File: src/pkg/scg_pkg.sv
// Package of register offsets, field positions and reset values for the system clock control block.
`default_nettype none
package scg_pkg;
  // Register addresses on the I/O space.
  localparam logic [15:0] SCG_IDLE_CONFIG_ADDR   = 16'h0001;
  localparam logic [15:0] SCG_CPU_STATUS3_ADDR   = 16'h0004;
  localparam logic [15:0] SCG_PERIPH_GATE1_ADDR  = 16'h1C02;
  localparam logic [15:0] SCG_PERIPH_GATE2_ADDR  = 16'h1C03;
  localparam logic [15:0] SCG_SRC_SELECT_ADDR    = 16'h1C1F;
  localparam logic [15:0] SCG_PLL_CTRL1_ADDR     = 16'h1C20;
  localparam logic [15:0] SCG_PLL_CTRL2_ADDR     = 16'h1C21;
  localparam logic [15:0] SCG_PLL_CTRL3_ADDR     = 16'h1C22;
  localparam logic [15:0] SCG_PLL_CTRL4_ADDR     = 16'h1C23;
  localparam logic [15:0] SCG_CLOCK_OUTPUT_PIN_SEL_ADDR    = 16'h1C24;
  localparam logic [15:0] SCG_CLK_STOP_ADDR      = 16'h1C3A;
  // Field positions.
  localparam int SCG_SRC_PLL_BIT       = 0;
  localparam int SCG_PLL_PWRDN_BIT     = 12;
  localparam int SCG_LOCK_MON_BIT      = 3;
  localparam int SCG_SYSCLK_GATE_BIT   = 15;
  localparam int SCG_EXTERNAL_MEMORY_INTERFACE_GATE_BIT     = 11;
  localparam int SCG_UART_GATE_BIT     = 2;
  localparam int SCG_EXTERNAL_MEMORY_INTERFACE_REQ_BIT      = 0;
  localparam int SCG_EXTERNAL_MEMORY_INTERFACE_ACK_BIT      = 1;
  localparam int SCG_UART_REQ_BIT      = 4;
  localparam int SCG_UART_ACK_BIT      = 5;
  localparam int SCG_CLOCK_OUTPUT_PIN_DIS_BIT    = 2;
  localparam int SCG_IDLE_CPU_BIT      = 0;
  // Clock output source codes.
  localparam logic [3:0]  SCG_CLOCK_OUTPUT_PIN_USB_PHY     = 4'hF;
  localparam logic [3:0]  SCG_CLOCK_OUTPUT_PIN_DSP         = 4'hB;
  // Reset values: every gate open, PLL bypassed and powered, clock output off.
  localparam logic [15:0] SCG_GATE_RST           = 16'h0000;
  localparam logic [15:0] SCG_ZERO_RST           = 16'h0000;
  localparam logic [15:0] SCG_CPU_STATUS3_RST    = 16'h0004;
  localparam logic [15:0] SCG_CLOCK_OUTPUT_PIN_SEL_RST     = 16'h000B;
  localparam logic [15:0] SCG_STOP_REQ_MASK      = 16'h0011;
  // PLL lock time and the derived cycle count at 250 MHz (4 ns period).
  localparam int SCG_CLK_PERIOD_NS     = 4;
  localparam int SCG_PLL_LOCK_NS       = 400;
  localparam int SCG_PLL_LOCK_CYCLES   = (SCG_PLL_LOCK_NS + SCG_CLK_PERIOD_NS - 1) / SCG_CLK_PERIOD_NS;
  // Stop grace cycles; no logic uses this constant, and the grant waits only for the module's acknowledge.
  localparam int SCG_STOP_ACK_CYCLES   = 4;
  localparam int SCG_SRC_RTC           = 0;
  localparam int SCG_SRC_EXT           = 1;
  localparam int SCG_SRC_USB           = 2;
endpackage
`default_nettype wire
File: src/logic/scg_clock_ctrl.sv
// System clock source selection, PLL control and per-module clock gating.
`timescale 1ns/1ns
`default_nettype none

module scg_clock_ctrl
  import scg_pkg::*;
(
  // System clock and reset
  input  wire logic        clk_sys_i,
  input  wire logic        sys_rst_i,
  // Register port on the I/O space
  input  wire logic [15:0] io_addr_i,
  input  wire logic        io_wr_i,
  input  wire logic        io_rd_i,
  input  wire logic [15:0] io_wdata_i,
  output logic      [15:0] io_rdata_o,
  // CPU idle handshake
  input  wire logic        idle_instr_i,
  input  wire logic        wake_pin_i,
  output logic             cpu_asleep_o,
  // Source and PLL status from the analog clock generator
  input  wire logic        pll_locked_i,
  input  wire logic        bypass_usb_ref_i,
  input  wire logic        slow_src_sel_i,
  // Clock enables for the glitch-free cells
  output logic             src_pll_en_o,
  output logic [1:0]       src_bypass_sel_o,
  output logic             pll_pwrdn_o,
  output logic             sysclk_en_o,
  output logic [15:0]      cpu_port_en_o,
  output logic [15:0]      periph1_en_o,
  output logic [15:0]      periph2_en_o,
  output logic             clock_output_pin_en_o,
  output logic [3:0]       clock_output_pin_sel_o,
  // PLL settings towards the analog block
  output logic [15:0]      pll_ctrl2_o,
  output logic [15:0]      pll_ctrl4_o,
  // Stop handshake with the memory interface and UART
  output logic             external_memory_interface_stop_req_o,
  output logic             uart_stop_req_o,
  input  wire logic        external_memory_interface_stop_ack_i,
  input  wire logic        uart_stop_ack_i
);

  logic [15:0] idle_cfg_r;
  logic [15:0] cpu_st3_r;
  logic [15:0] gate1_r;
  logic [15:0] gate2_r;
  logic        src_pll_r;
  logic [15:0] pll_ctrl1_r;
  logic [15:0] pll_ctrl2_r;
  logic [15:0] pll_ctrl3_r;
  logic [15:0] pll_ctrl4_r;
  logic [3:0]  clock_output_pin_sel_r;
  logic [15:0] stop_r;
  logic        lock_mon_r;
  logic [15:0] lock_cnt_r;
  logic        asleep_r;
  logic        sysclk_on_r;
  logic        external_memory_interface_grant_r;
  logic        uart_grant_r;
  wire logic [15:0] periph1_nxt;

  function automatic logic wr_hit(input logic [15:0] a);
    return io_wr_i && (io_addr_i == a);
  endfunction

  // Software-owned registers, one block per register; all gates reset open.
  always_ff @(posedge clk_sys_i) begin
    if (sys_rst_i) begin
      idle_cfg_r <= SCG_ZERO_RST;
    end else if (wr_hit(SCG_IDLE_CONFIG_ADDR)) begin
      idle_cfg_r <= io_wdata_i;
    end
  end

  // The clock output pin stays off after reset until software clears its disable bit.
  always_ff @(posedge clk_sys_i) begin
    if (sys_rst_i) begin
      cpu_st3_r <= SCG_CPU_STATUS3_RST;
    end else if (wr_hit(SCG_CPU_STATUS3_ADDR)) begin
      cpu_st3_r <= io_wdata_i;
    end
  end

  always_ff @(posedge clk_sys_i) begin
    if (sys_rst_i) begin
      gate1_r <= SCG_GATE_RST;
    end else if (wr_hit(SCG_PERIPH_GATE1_ADDR)) begin
      gate1_r <= io_wdata_i;
    end
  end

  always_ff @(posedge clk_sys_i) begin
    if (sys_rst_i) begin
      gate2_r <= SCG_GATE_RST;
    end else if (wr_hit(SCG_PERIPH_GATE2_ADDR)) begin
      gate2_r <= io_wdata_i;
    end
  end

  // Only the source bit is stored; the other bits of that register read back as zero.
  always_ff @(posedge clk_sys_i) begin
    if (sys_rst_i) begin
      src_pll_r <= 1'b0;
    end else if (wr_hit(SCG_SRC_SELECT_ADDR)) begin
      src_pll_r <= io_wdata_i[SCG_SRC_PLL_BIT];
    end
  end

  always_ff @(posedge clk_sys_i) begin
    if (sys_rst_i) begin
      pll_ctrl1_r <= SCG_ZERO_RST;
    end else if (wr_hit(SCG_PLL_CTRL1_ADDR)) begin
      pll_ctrl1_r <= io_wdata_i;
    end
  end

  always_ff @(posedge clk_sys_i) begin
    if (sys_rst_i) begin
      pll_ctrl2_r <= SCG_ZERO_RST;
    end else if (wr_hit(SCG_PLL_CTRL2_ADDR)) begin
      pll_ctrl2_r <= io_wdata_i;
    end
  end

  always_ff @(posedge clk_sys_i) begin
    if (sys_rst_i) begin
      pll_ctrl3_r <= SCG_ZERO_RST;
    end else if (wr_hit(SCG_PLL_CTRL3_ADDR)) begin
      pll_ctrl3_r <= io_wdata_i;
    end
  end

  always_ff @(posedge clk_sys_i) begin
    if (sys_rst_i) begin
      pll_ctrl4_r <= SCG_ZERO_RST;
    end else if (wr_hit(SCG_PLL_CTRL4_ADDR)) begin
      pll_ctrl4_r <= io_wdata_i;
    end
  end

  always_ff @(posedge clk_sys_i) begin
    if (sys_rst_i) begin
      clock_output_pin_sel_r <= SCG_CLOCK_OUTPUT_PIN_SEL_RST[3:0];
    end else if (wr_hit(SCG_CLOCK_OUTPUT_PIN_SEL_ADDR)) begin
      clock_output_pin_sel_r <= io_wdata_i[3:0];
    end
  end

  // Only the two request bits are stored; the grant bits are derived from the acknowledges.
  always_ff @(posedge clk_sys_i) begin
    if (sys_rst_i) begin
      stop_r <= SCG_ZERO_RST;
    end else if (wr_hit(SCG_CLK_STOP_ADDR)) begin
      stop_r <= io_wdata_i & SCG_STOP_REQ_MASK;
    end
  end

  // Lock monitor: restarts whenever the PLL is powered down or PLL control register 1 is written.
  always_ff @(posedge clk_sys_i) begin
    if (sys_rst_i) begin
      lock_cnt_r <= 16'h0000;
      lock_mon_r <= 1'b0;
    end else if (pll_ctrl1_r[SCG_PLL_PWRDN_BIT] || wr_hit(SCG_PLL_CTRL1_ADDR)) begin
      lock_cnt_r <= 16'h0000;
      lock_mon_r <= 1'b0;
    end else if (lock_cnt_r < 16'(SCG_PLL_LOCK_CYCLES)) begin
      lock_cnt_r <= lock_cnt_r + 16'h0001;
    end else begin
      lock_mon_r <= pll_locked_i;
    end
  end

  // Grants follow the modules' acknowledges; a dropped request withdraws its grant.
  always_ff @(posedge clk_sys_i) begin
    if (sys_rst_i) begin
      external_memory_interface_grant_r <= 1'b0;
      uart_grant_r <= 1'b0;
    end else begin
      external_memory_interface_grant_r <= stop_r[SCG_EXTERNAL_MEMORY_INTERFACE_REQ_BIT] && external_memory_interface_stop_ack_i;
      uart_grant_r <= stop_r[SCG_UART_REQ_BIT] && uart_stop_ack_i;
    end
  end

  // CPU idle: gating takes effect only on the idle instruction after configuration.
  always_ff @(posedge clk_sys_i) begin
    if (sys_rst_i) begin
      asleep_r <= 1'b0;
    end else if (wake_pin_i) begin
      asleep_r <= 1'b0;
    end else if (idle_instr_i && idle_cfg_r[SCG_IDLE_CPU_BIT]) begin
      asleep_r <= 1'b1;
    end
  end

  // System clock branch: gated by bit 15, reopened by the wake pin.
  always_ff @(posedge clk_sys_i) begin
    if (sys_rst_i) begin
      sysclk_on_r <= 1'b1;
    end else if (wake_pin_i) begin
      sysclk_on_r <= 1'b1;
    end else if (wr_hit(SCG_PERIPH_GATE1_ADDR)) begin
      sysclk_on_r <= !io_wdata_i[SCG_SYSCLK_GATE_BIT];
    end
  end

  // Per-bit peripheral enables; the two handshake bits also wait for their grant.
  for (genvar g = 0; g < 16; g++) begin : g_periph1
    if (g == SCG_EXTERNAL_MEMORY_INTERFACE_GATE_BIT) begin : g_external_memory_interface
      assign periph1_nxt[g] = !(gate1_r[g] && external_memory_interface_grant_r);
    end else if (g == SCG_UART_GATE_BIT) begin : g_uart
      assign periph1_nxt[g] = !(gate1_r[g] && uart_grant_r);
    end else begin : g_plain
      assign periph1_nxt[g] = !gate1_r[g];
    end
  end

  // Source mux controls; the PLL is chosen only when powered and locked, so the mux never sees a dead clock.
  always_ff @(posedge clk_sys_i) begin
    if (sys_rst_i) begin
      src_pll_en_o     <= 1'b0;
      src_bypass_sel_o <= 2'(SCG_SRC_RTC);
      pll_pwrdn_o      <= 1'b0;
    end else begin
      src_pll_en_o <= src_pll_r && lock_mon_r && !pll_ctrl1_r[SCG_PLL_PWRDN_BIT];
      if (bypass_usb_ref_i) begin
        src_bypass_sel_o <= 2'(SCG_SRC_USB);
      end else if (slow_src_sel_i) begin
        src_bypass_sel_o <= 2'(SCG_SRC_RTC);
      end else begin
        src_bypass_sel_o <= 2'(SCG_SRC_EXT);
      end
      pll_pwrdn_o <= pll_ctrl1_r[SCG_PLL_PWRDN_BIT];
    end
  end

  // Enables to the latch-based gate cells of the CPU side; registering them keeps edges clean.
  always_ff @(posedge clk_sys_i) begin
    if (sys_rst_i) begin
      sysclk_en_o   <= 1'b1;
      cpu_port_en_o <= 16'hFFFF;
      cpu_asleep_o  <= 1'b0;
    end else begin
      sysclk_en_o   <= sysclk_on_r;
      cpu_port_en_o <= asleep_r ? ~idle_cfg_r : 16'hFFFF;
      cpu_asleep_o  <= asleep_r;
    end
  end

  // Peripheral gate enables; a cleared gating bit means the clock runs.
  always_ff @(posedge clk_sys_i) begin
    if (sys_rst_i) begin
      periph1_en_o <= 16'hFFFF;
      periph2_en_o <= 16'hFFFF;
    end else begin
      periph1_en_o <= periph1_nxt;
      periph2_en_o <= ~gate2_r;
    end
  end

  // Clock output pin; it is meant for debug, so it stays off until software enables it.
  always_ff @(posedge clk_sys_i) begin
    if (sys_rst_i) begin
      clock_output_pin_en_o  <= 1'b0;
      clock_output_pin_sel_o <= SCG_CLOCK_OUTPUT_PIN_SEL_RST[3:0];
    end else begin
      clock_output_pin_en_o  <= !cpu_st3_r[SCG_CLOCK_OUTPUT_PIN_DIS_BIT];
      clock_output_pin_sel_o <= clock_output_pin_sel_r;
    end
  end

  // Stop requests to the memory interface and UART.
  always_ff @(posedge clk_sys_i) begin
    if (sys_rst_i) begin
      external_memory_interface_stop_req_o <= 1'b0;
      uart_stop_req_o <= 1'b0;
    end else begin
      external_memory_interface_stop_req_o <= stop_r[SCG_EXTERNAL_MEMORY_INTERFACE_REQ_BIT];
      uart_stop_req_o <= stop_r[SCG_UART_REQ_BIT];
    end
  end

  // PLL settings towards the analog block, one cycle behind the register.
  always_ff @(posedge clk_sys_i) begin
    if (sys_rst_i) begin
      pll_ctrl2_o <= SCG_ZERO_RST;
      pll_ctrl4_o <= SCG_ZERO_RST;
    end else begin
      pll_ctrl2_o <= pll_ctrl2_r;
      pll_ctrl4_o <= pll_ctrl4_r;
    end
  end

  // Read data, one cycle after the read strobe; unmapped addresses read zero.
  always_ff @(posedge clk_sys_i) begin
    if (sys_rst_i) begin
      io_rdata_o <= 16'h0000;
    end else if (io_rd_i) begin
      unique case (io_addr_i)
        SCG_IDLE_CONFIG_ADDR:  io_rdata_o <= idle_cfg_r;
        SCG_CPU_STATUS3_ADDR:  io_rdata_o <= cpu_st3_r;
        SCG_PERIPH_GATE1_ADDR: io_rdata_o <= gate1_r;
        SCG_PERIPH_GATE2_ADDR: io_rdata_o <= gate2_r;
        SCG_SRC_SELECT_ADDR:   io_rdata_o <= {15'h0, src_pll_r};
        SCG_PLL_CTRL1_ADDR:    io_rdata_o <= pll_ctrl1_r;
        SCG_PLL_CTRL2_ADDR:    io_rdata_o <= pll_ctrl2_r;
        SCG_PLL_CTRL3_ADDR:    io_rdata_o <= {pll_ctrl3_r[15:4], lock_mon_r, pll_ctrl3_r[2:0]};
        SCG_PLL_CTRL4_ADDR:    io_rdata_o <= pll_ctrl4_r;
        SCG_CLOCK_OUTPUT_PIN_SEL_ADDR:   io_rdata_o <= {12'h000, clock_output_pin_sel_r};
        SCG_CLK_STOP_ADDR:     io_rdata_o <= {10'h0, uart_grant_r, stop_r[4], 2'b00,
                                              external_memory_interface_grant_r, stop_r[0]};
        default:               io_rdata_o <= 16'h0000;
      endcase
    end else begin
      io_rdata_o <= 16'h0000;
    end
  end

endmodule
`default_nettype wire

File: config.mk
export PLATFORM = sky130hd
export DESIGN_NAME = scg_clock_ctrl
export DESIGN_NICKNAME = d
export VERILOG_FILES = /design/src/pkg/scg_pkg.sv /design/src/logic/scg_clock_ctrl.sv
export SDC_FILE = /design/constraint.sdc
export NUM_CORES = 1
export LEC_CHECK = 0
export BUFFER_PORTS_ARGS = -buffer_cell sky130_fd_sc_hd__buf_2
export CAP_MARGIN = 20
export CORE_ASPECT_RATIO = 0.5
export CORE_MARGIN = 5
export CORE_UTILIZATION = 51
export CTS_BUF_LIST = sky130_fd_sc_hd__clkbuf_16
export DETAILED_ROUTE_END_ITERATION = 6
export PLACE_DENSITY = 0.76
export SLEW_MARGIN = 10
export SYNTH_ARGS = -nofsm -noshare
export SYNTH_HDL_FRONTEND = slang
export SYNTH_SLANG_ARGS = --single-unit
export TNS_END_PERCENT = 5
File: constraint.sdc
create_clock -name clk_sys_i -period 2.5 [get_ports clk_sys_i]
set_clock_uncertainty 0.05 [all_clocks]
set_input_delay 0.75 -clock clk_sys_i [delete_from_list [all_inputs] [get_ports clk_sys_i]]
set_output_delay 0.75 -clock clk_sys_i [all_outputs]
set_load 0.02 [all_outputs]
==> results by group, run 1 <==
Status
  • Status: finished, violations left
  • Failing checks: DRC

Pwr
  • Logic pwr share: 3.7%
  • Peak VDD IR: 478.1 µV
  • Clock network fraction of total power: a little over two fifths
  • Pleak: approximately 4.7 nW
  • Pwr/cell area: about 660 nW/µm²
  • Power consumption: 7.999 mW
  • Seq pwr share: approximately 53%
  • Switching part of the total: 22.32%
  • P_int: a little over 6 mW
  • Net Switching: 1.785 mW

Global routing
  • Initial antenna violation count: 0
  • Grt total ovfl: 0
  • Vias in the first global route: 8398
  • Largest net degree at the start of global routing: 111
  • GRT Total Usage: about a quarter
  • Wire length of the first global-routing pass: approximately 46 mm

Placed design
  • Placed Area: 11320 µm²
  • PortBufs: 151
  • Post-DP HPWL: roughly 21 mm
  • DP Cell Count: 1488
  • Gpl congestion: 0.9356

STA
  • Worst-margin pin slew: 0.5729 ns
  • Max_slew headroom: 61.81%
  • Hold slack: approximately 0.33 ns
  • Final setup viols: 0
  • FMAX: 429.3 MHz
  • Tmin final: 2.330 ns
  • Final Slew Violations: 0
  • Endpoints failing hold: 0
  • RSZ-0062 raised after global routing: false
  • Final period util: 93.18%

Routing
  • WL final: 28.89 mm
  • First drt pass iteration count: 7
  • Via count: about 8.5k
  • DRC: 1
  • Initial DRC count: 804
  • Vias per cell: about 5.6
  • Antenna violation net count after detailed routing: 0
  • Avg WL per Cell: about 19 µm

Critical path
  • Worst-path cell chain: buf_2 -> buf_4 -> nor4bb_1 -> o211ai_1 -> a311oi_1 -> buf_4 -> o311ai_2 -> buf_12 -> a31oi_1
  • Worst EP required: 2.87 ns
  • Worst path slowest cell: nor4bb_1
  • Setup CP Type: input pin to register
  • Crit path max fanout: 16
  • CP endpoint kind: register
  • Worst setup SP type: input pin
  • Most used cell, CP: buf_4
  • Worst Path Arrival: 2.70 ns
  • Buf/Inv on CP: 4
  • Delay-heaviest family, CP: compound AO/OA/AOI/OAI gates
  • Delay of the slowest critical-path stage: 0.50 ns

Logic synthesis
  • Number of synthesized flops with an enable pin: 0
  • Sequential share of the synthesized area: 54.68%
  • Dominant cell by count in the synthesized netlist: dfxtp_1
  • Distinct cells, synth: 62
  • Yosys warns: 0
  • Top cells by count, synth: dfxtp_1, nand2_1, a21oi_1, clkbuf_1, nor2_1
  • Avg Cell Area, Syn: a little over 9 µm²
  • Synth area leaders: dfxtp_1, nand2_1, a21oi_1
  • Yosys top cell by area: dfxtp_1
  • Register bit total from synthesis: 264
  • Post-Synthesis Cell Area: 9666 µm²
  • Synth top area share: 54.68%
  • Post-synth ARST share: 0%
  • Syn_nets: ~1.1k
  • Dominant synthesized flop cell: dfxtp_1
  • Post-Synthesis Cells: 1059

Die
  • Placeable Area: roughly 19000 µm²
  • Die Span X: 204.7 µm
  • Initial Util: 52.18%
  • Die Y: 107.3 µm
  • DIE AREA: around 22000 µm²
  • Rows: 35
  • IO Count: around 150

Clock network
  • Root buf cell: clkbuf_16
  • CTS tree: yes
  • Clock sinks: 264
  • CTS Buffer Depth: 3
  • Cts hold-fix bufs: 0
  • Cts bufs inserted: 23
  • Clk Latency, worst-skew pair: 0.51 ns
  • Clk slew on worst S/H paths: 0.07 ns
  • Total number of H-tree levels: 1

Cells and area
  • Finished Layout Cells: 1529
  • Area Growth Syn to Fin: 24.83%
  • Diodes inserted: 0
  • Share of cells above drive strength 1: about a quarter
  • Fillers: roughly 1.5k
  • Nets@finish: 1298
  • Fin area: 12070 µm²

Job
  • Max-cap viol count: 0

Worst hold path
  • Min-Delay Path Class: input pin to register
-- layout by cell type, fill, tap and decap left out, types with 5 or more instances in the layout --
master,count
a21oi_1,107
a21oi_2,10
a222oi_1,16
a22o_1,11
a22oi_1,20
a31oi_1,14
a32oi_1,5
and2_1,8
and3_1,20
buf_12,15
buf_2,150
buf_4,94
clkbuf_16,23
clkinv_2,5
dfxtp_1,264
mux2i_1,31
nand2_1,261
nand2_2,10
nand3_1,27
nand4_1,7
nor2_1,44
nor2b_1,39
nor3_1,7
-- power by group through the flow --
stage / logic, mW / clock network, mW / registers [mW]
final: 0.299 / 3.49 / 4.21
after global routing: 0.318 / 3.74 / 4.21
after CTS: 0.292 / 3.53 / 4.21
after detailed placement: 0.292 / 0 / 4.31
after global placement: 0.287 / 0 / 4.31
after floorplan: 0.152 / 0 / 4.31
-- stage by stage --
stage | TNS [ns] | util, % | worst slack [ns]
after detailed placement | -34.94 | 61.13 | -0.3620
after global routing | 0 | 65.13 | 0.08477
after floorplan | -5.666 | - | -0.1299
after global placement | -31.91 | 61.13 | -0.3926
after CTS | 0 | 65.11 | 0.1481
final | 0 | 65.13 | 0.1704
-- worst paths after layout --
| kind | startpoint | end | slack (ns) | cells past startpoint |
|---|---|---|---|---|
| worst max-delay path | io_addr_i[3] | io_rdata_o[7]$_SDFF_PP0_ | 0.17 | 9 |
| worst min-delay path | slow_src_sel_i | src_bypass_sel_o[0]$_SDFF_PP0_ | 0.33 | 2 |
| worst max register to register | lock_cnt_r[2]$_SDFFE_PP0N_ | lock_cnt_r[3]$_SDFFE_PP0N_ | 0.83 | 5 |
| worst min register to register | idle_cfg_r[15]$_SDFFE_PP0P_ | cpu_port_en_o[15]$_SDFF_PP1_ | 0.35 | 1 |
-- cells by family (layout without fill, tap and decap cells) --
kind of cell               after synthesis  count (layout)  share of synthesized area [%]
AOI/OAI and AO/OA                      198             198                          13.33
xor gates and xnor gates                 6               6                         0.5437
adders and majority gates                1               1                         0.1294
buffers and inverters                   91             302                          4.569
DFF                                    264             264                          54.68
muxes                                   34              34                          3.560
and+or+nand+nor                        465             465                          23.18
-- sequential cells by signal, indices dropped and copies added, names as in the netlist, 4 cells and up --
| register | count |
|---|---|
| pll_ctrl2_o | 16 |
| pll_ctrl1_r | 16 |
| periph1_en_o | 16 |
| pll_ctrl3_r | 15 |
| idle_cfg_r | 16 |
| gate2_r | 16 |
| pll_ctrl4_r | 16 |
| periph2_en_o | 16 |
| clock_output_pin_sel_r | 4 |
| cpu_port_en_o | 16 |
| cpu_st3_r | 16 |
| lock_cnt_r | 16 |
| io_rdata_o | 16 |
| clock_output_pin_sel_o | 4 |
| pll_ctrl4_o | 16 |
| gate1_r | 16 |
| pll_ctrl2_r | 16 |
-- final cells by class --
cell class / count / area [µm²] / share of cell area (%)
Clock buffer: 23 / 575.6 / 4.770
Sequential cell: 264 / 5285 / 43.80
Multi-Input combinational cell: 704 / 3956 / 32.79
Tap cell: 259 / 324.1 / 2.686
Inverter: 2 / 7.507 / 0.06222
Timing Repair Buffer: 259 / 1757 / 14.56
Clock inverter: 18 / 160.2 / 1.327
-- layer usage --
layer | global-route usage, % | up-vias | share of wire (%)
li1 | - | 4024 | -
met1 | 36.54 | 4035 | 44
met2 | 41.86 | 383 | 45
met3 | 4.305 | 65 | 8.5
met4 | 6.402 | 0 | 2.3
met5 | 0 | - | 0
-- what timing repair did --
| action | in CTS | in global routing |
|---|---|---|
| gates resized for setup | 0 | 1 |
| setup endpoints to repair | 0 | 4 |
| setup buffers | 0 | 0 |
Note: power is estimated with default switching activity, not from simulation.
==> run 2: changes to the inputs <==
--- a/config.mk
+++ b/config.mk
@@ -13,6 +13,7 @@
 export CTS_BUF_LIST = sky130_fd_sc_hd__clkbuf_16
 export DETAILED_ROUTE_END_ITERATION = 6
 export PLACE_DENSITY = 0.76
+export RECOVER_POWER = 50
 export SLEW_MARGIN = 10
 export SYNTH_ARGS = -nofsm -noshare
 export SYNTH_HDL_FRONTEND = slang
==> results by group, run 2 (synthesis results as in run 1) <==
Critical path
  • CP endpoint kind: register
  • Crit path max fanout: 110 (+94)
  • Worst Path Arrival: 2.63 ns (-0.07 ns)
  • Worst EP required: 2.80 ns (-0.07 ns)
  • R2R setup slack: 0.83 ns (about the same)
  • Setup CP Type: input pin to register
  • Worst setup SP type: input pin

Cells and area
  • Nets@finish: 1298 (unchanged)
  • Area Growth Syn to Fin: 23.39%
  • Diodes inserted: 0 (unchanged)
  • Fin area: 11930 µm² (-1.2%)
  • Commonest non-fill, non-tap cell in the layout: dfxtp_1
  • Finished Core Util: 64.38% (-0.75 points)
  • Most frequent cells in the layout: dfxtp_1, nand2_1, a21oi_1
  • Share of cells above drive strength 1: 19.06% (-7.2 points)
  • Fillers: 1576 (+3.3%)

STA
  • Endpoints failing hold: 0 (unchanged)
  • Tmin final: 2.325 ns (-0.004960 ns)
  • Final Slew Violations: 0 (unchanged)
  • Final setup viols: 0 (unchanged)
  • Final period util: 92.98% (-0.20 points)
  • RSZ-0062 raised after global routing: false
  • Max_slew headroom: 12.39% (-49 points)
  • Hold slack: 0.3322 ns (-0.001922 ns)
  • Worst-margin pin slew: 1.314 ns (+0.7413 ns)
  • FMAX: 430.2 MHz (+0.21%)

Die
  • Placeable Area: 18520 µm² (unchanged)
  • Die Y: 107.3 µm (unchanged)
  • Die Span X: 204.7 µm (unchanged)
  • Rows: 35 (unchanged)
  • Initial Util: 52.18% (unchanged)
  • DIE AREA: 21970 µm² (unchanged)
  • IO Count: 152 (unchanged)

Placed design
  • PortBufs: 151 (unchanged)
  • Post-DP HPWL: 21.09 mm (unchanged)
  • Placed Area: 11320 µm² (unchanged)
  • Gpl congestion: 0.9356 (unchanged)

Pwr
  • Switching part of the total: 22.42% (+0.098 points)
  • Clock network fraction of total power: 43.7% (about the same)
  • Pleak: 4.472 nW (-5.7%)
  • Seq pwr share: 52.7% (about the same)
  • Peak VDD IR: 482.0 µV (+0.83%)
  • Power consumption: 8.003 mW (about the same)
  • Logic pwr share: 3.7% (about the same)
  • P_int: 6.209 mW (about the same)
  • Net Switching: 1.794 mW (+0.48%)
  • Pwr/cell area: 671.0 nW/µm² (+1.2%)

Clock network
  • Cts bufs inserted: 23 (unchanged)
  • Cts hold-fix bufs: 0 (unchanged)
  • Clk slew on worst S/H paths: 0.07 ns (about the same)
  • Setup bufs post-CTS: 0 (unchanged)
  • Total number of H-tree levels: 1 (unchanged)
  • Root buf cell: clkbuf_16
  • Clock sinks: 264 (unchanged)
  • CTS Buffer Depth: 3 (unchanged)
  • CTS tree: yes
  • PostCTS Resize Cnt: 0 (unchanged)
  • Clk Latency, worst-skew pair: 0.51 ns (about the same)

Routing
  • WL final: 28.93 mm (+0.14%)
  • Via count: 8487 (-0.24%)
  • DRC: 0 (-1)
  • First drt pass iteration count: 7 (unchanged)
  • Avg WL per Cell: 18.92 µm (+0.14%)
  • Initial DRC count: 821 (+2.1%)
  • Vias per cell: 5.551 (-0.24%)
  • Antenna violation net count after detailed routing: 0 (unchanged)

Global routing
  • Initial antenna violation count: 0 (unchanged)
  • Grt total ovfl: 0 (unchanged)
  • Largest net degree at the start of global routing: 111 (unchanged)
  • Wire length of the first global-routing pass: 45.60 mm (unchanged)
  • Vias in the first global route: 8398 (unchanged)
  • GRT Total Usage: 25.93% (unchanged)

Job
  • Max-cap viol count: 0 (unchanged)

Worst hold path
  • Min-Delay Path Class: input pin to register

Status
  • Status: completed
-- run 2: cell types whose count changed in the layout (fill, tap and decap cells not counted), sizes merged --
cell    previous run  this run
buf              259       163
clkbuf            23       119
-- run 2: final timing paths --
path / from / endpoint / cells after the start
hold / removal: slow_src_sel_i / src_bypass_sel_o[0]$_SDFF_PP0_ / 2
hold reg to reg: idle_cfg_r[2]$_SDFFE_PP0P_ / cpu_port_en_o[2]$_SDFF_PP1_ / 1
setup reg to reg: lock_cnt_r[2]$_SDFFE_PP0N_ / lock_cnt_r[3]$_SDFFE_PP0N_ / 5
setup / recovery: sys_rst_i / cpu_st3_r[11]$_SDFFE_PP0P_ / 3
-- run 2: stage by stage --
step                      TNS, ns  cells  worst slack [ns]
after floorplan            -5.666   1059           -0.1299
after global placement     -31.91   1488           -0.3926
after detailed placement   -34.94   1488           -0.3620
after CTS                       0   1529            0.1481
after global routing            0   1529           0.08333
final                           0   1529            0.1754
-- run 2: metal layers --
metal | vias to the layer above | global-route usage, % | wire length, µm | share of wire, %
met5 | - | 0 | 0 | 0
met4 | 0 | 6.402 | 662 | 2.3
met3 | 61 | 4.305 | 2512 | 8.7
met2 | 375 | 41.86 | 13080 | 45
met1 | 4026 | 36.54 | 12670 | 44
li1 | 4025 | - | - | -
-- run 2: final cells by class --
type / count / area [µm²] / area share [%]
clock buffer: 23 / 575.6 / 4.826
clock inverter: 18 / 160.2 / 1.343
inverter: 2 / 7.507 / 0.06295
multi-input combinational: 704 / 3956 / 33.17
sequential: 264 / 5285 / 44.31
tap: 259 / 324.1 / 2.717
timing repair buffer: 259 / 1618 / 13.56
-- run 2: power groups by stage --
stage	logic [mW]	clock network (mW)	registers (mW)
2_1_floorplan	0.152	0	4.31
3_3_place_gp	0.287	0	4.31
3_5_place_dp	0.292	0	4.31
4_1_cts	0.292	3.53	4.21
5_1_grt	0.313	3.74	4.21
6_report	0.293	3.50	4.21
-- run 2: critical path: stages --
cell and delay [ns]:
clkbuf_1 0.94, buf_6 0.70, a21oi_1 0.13
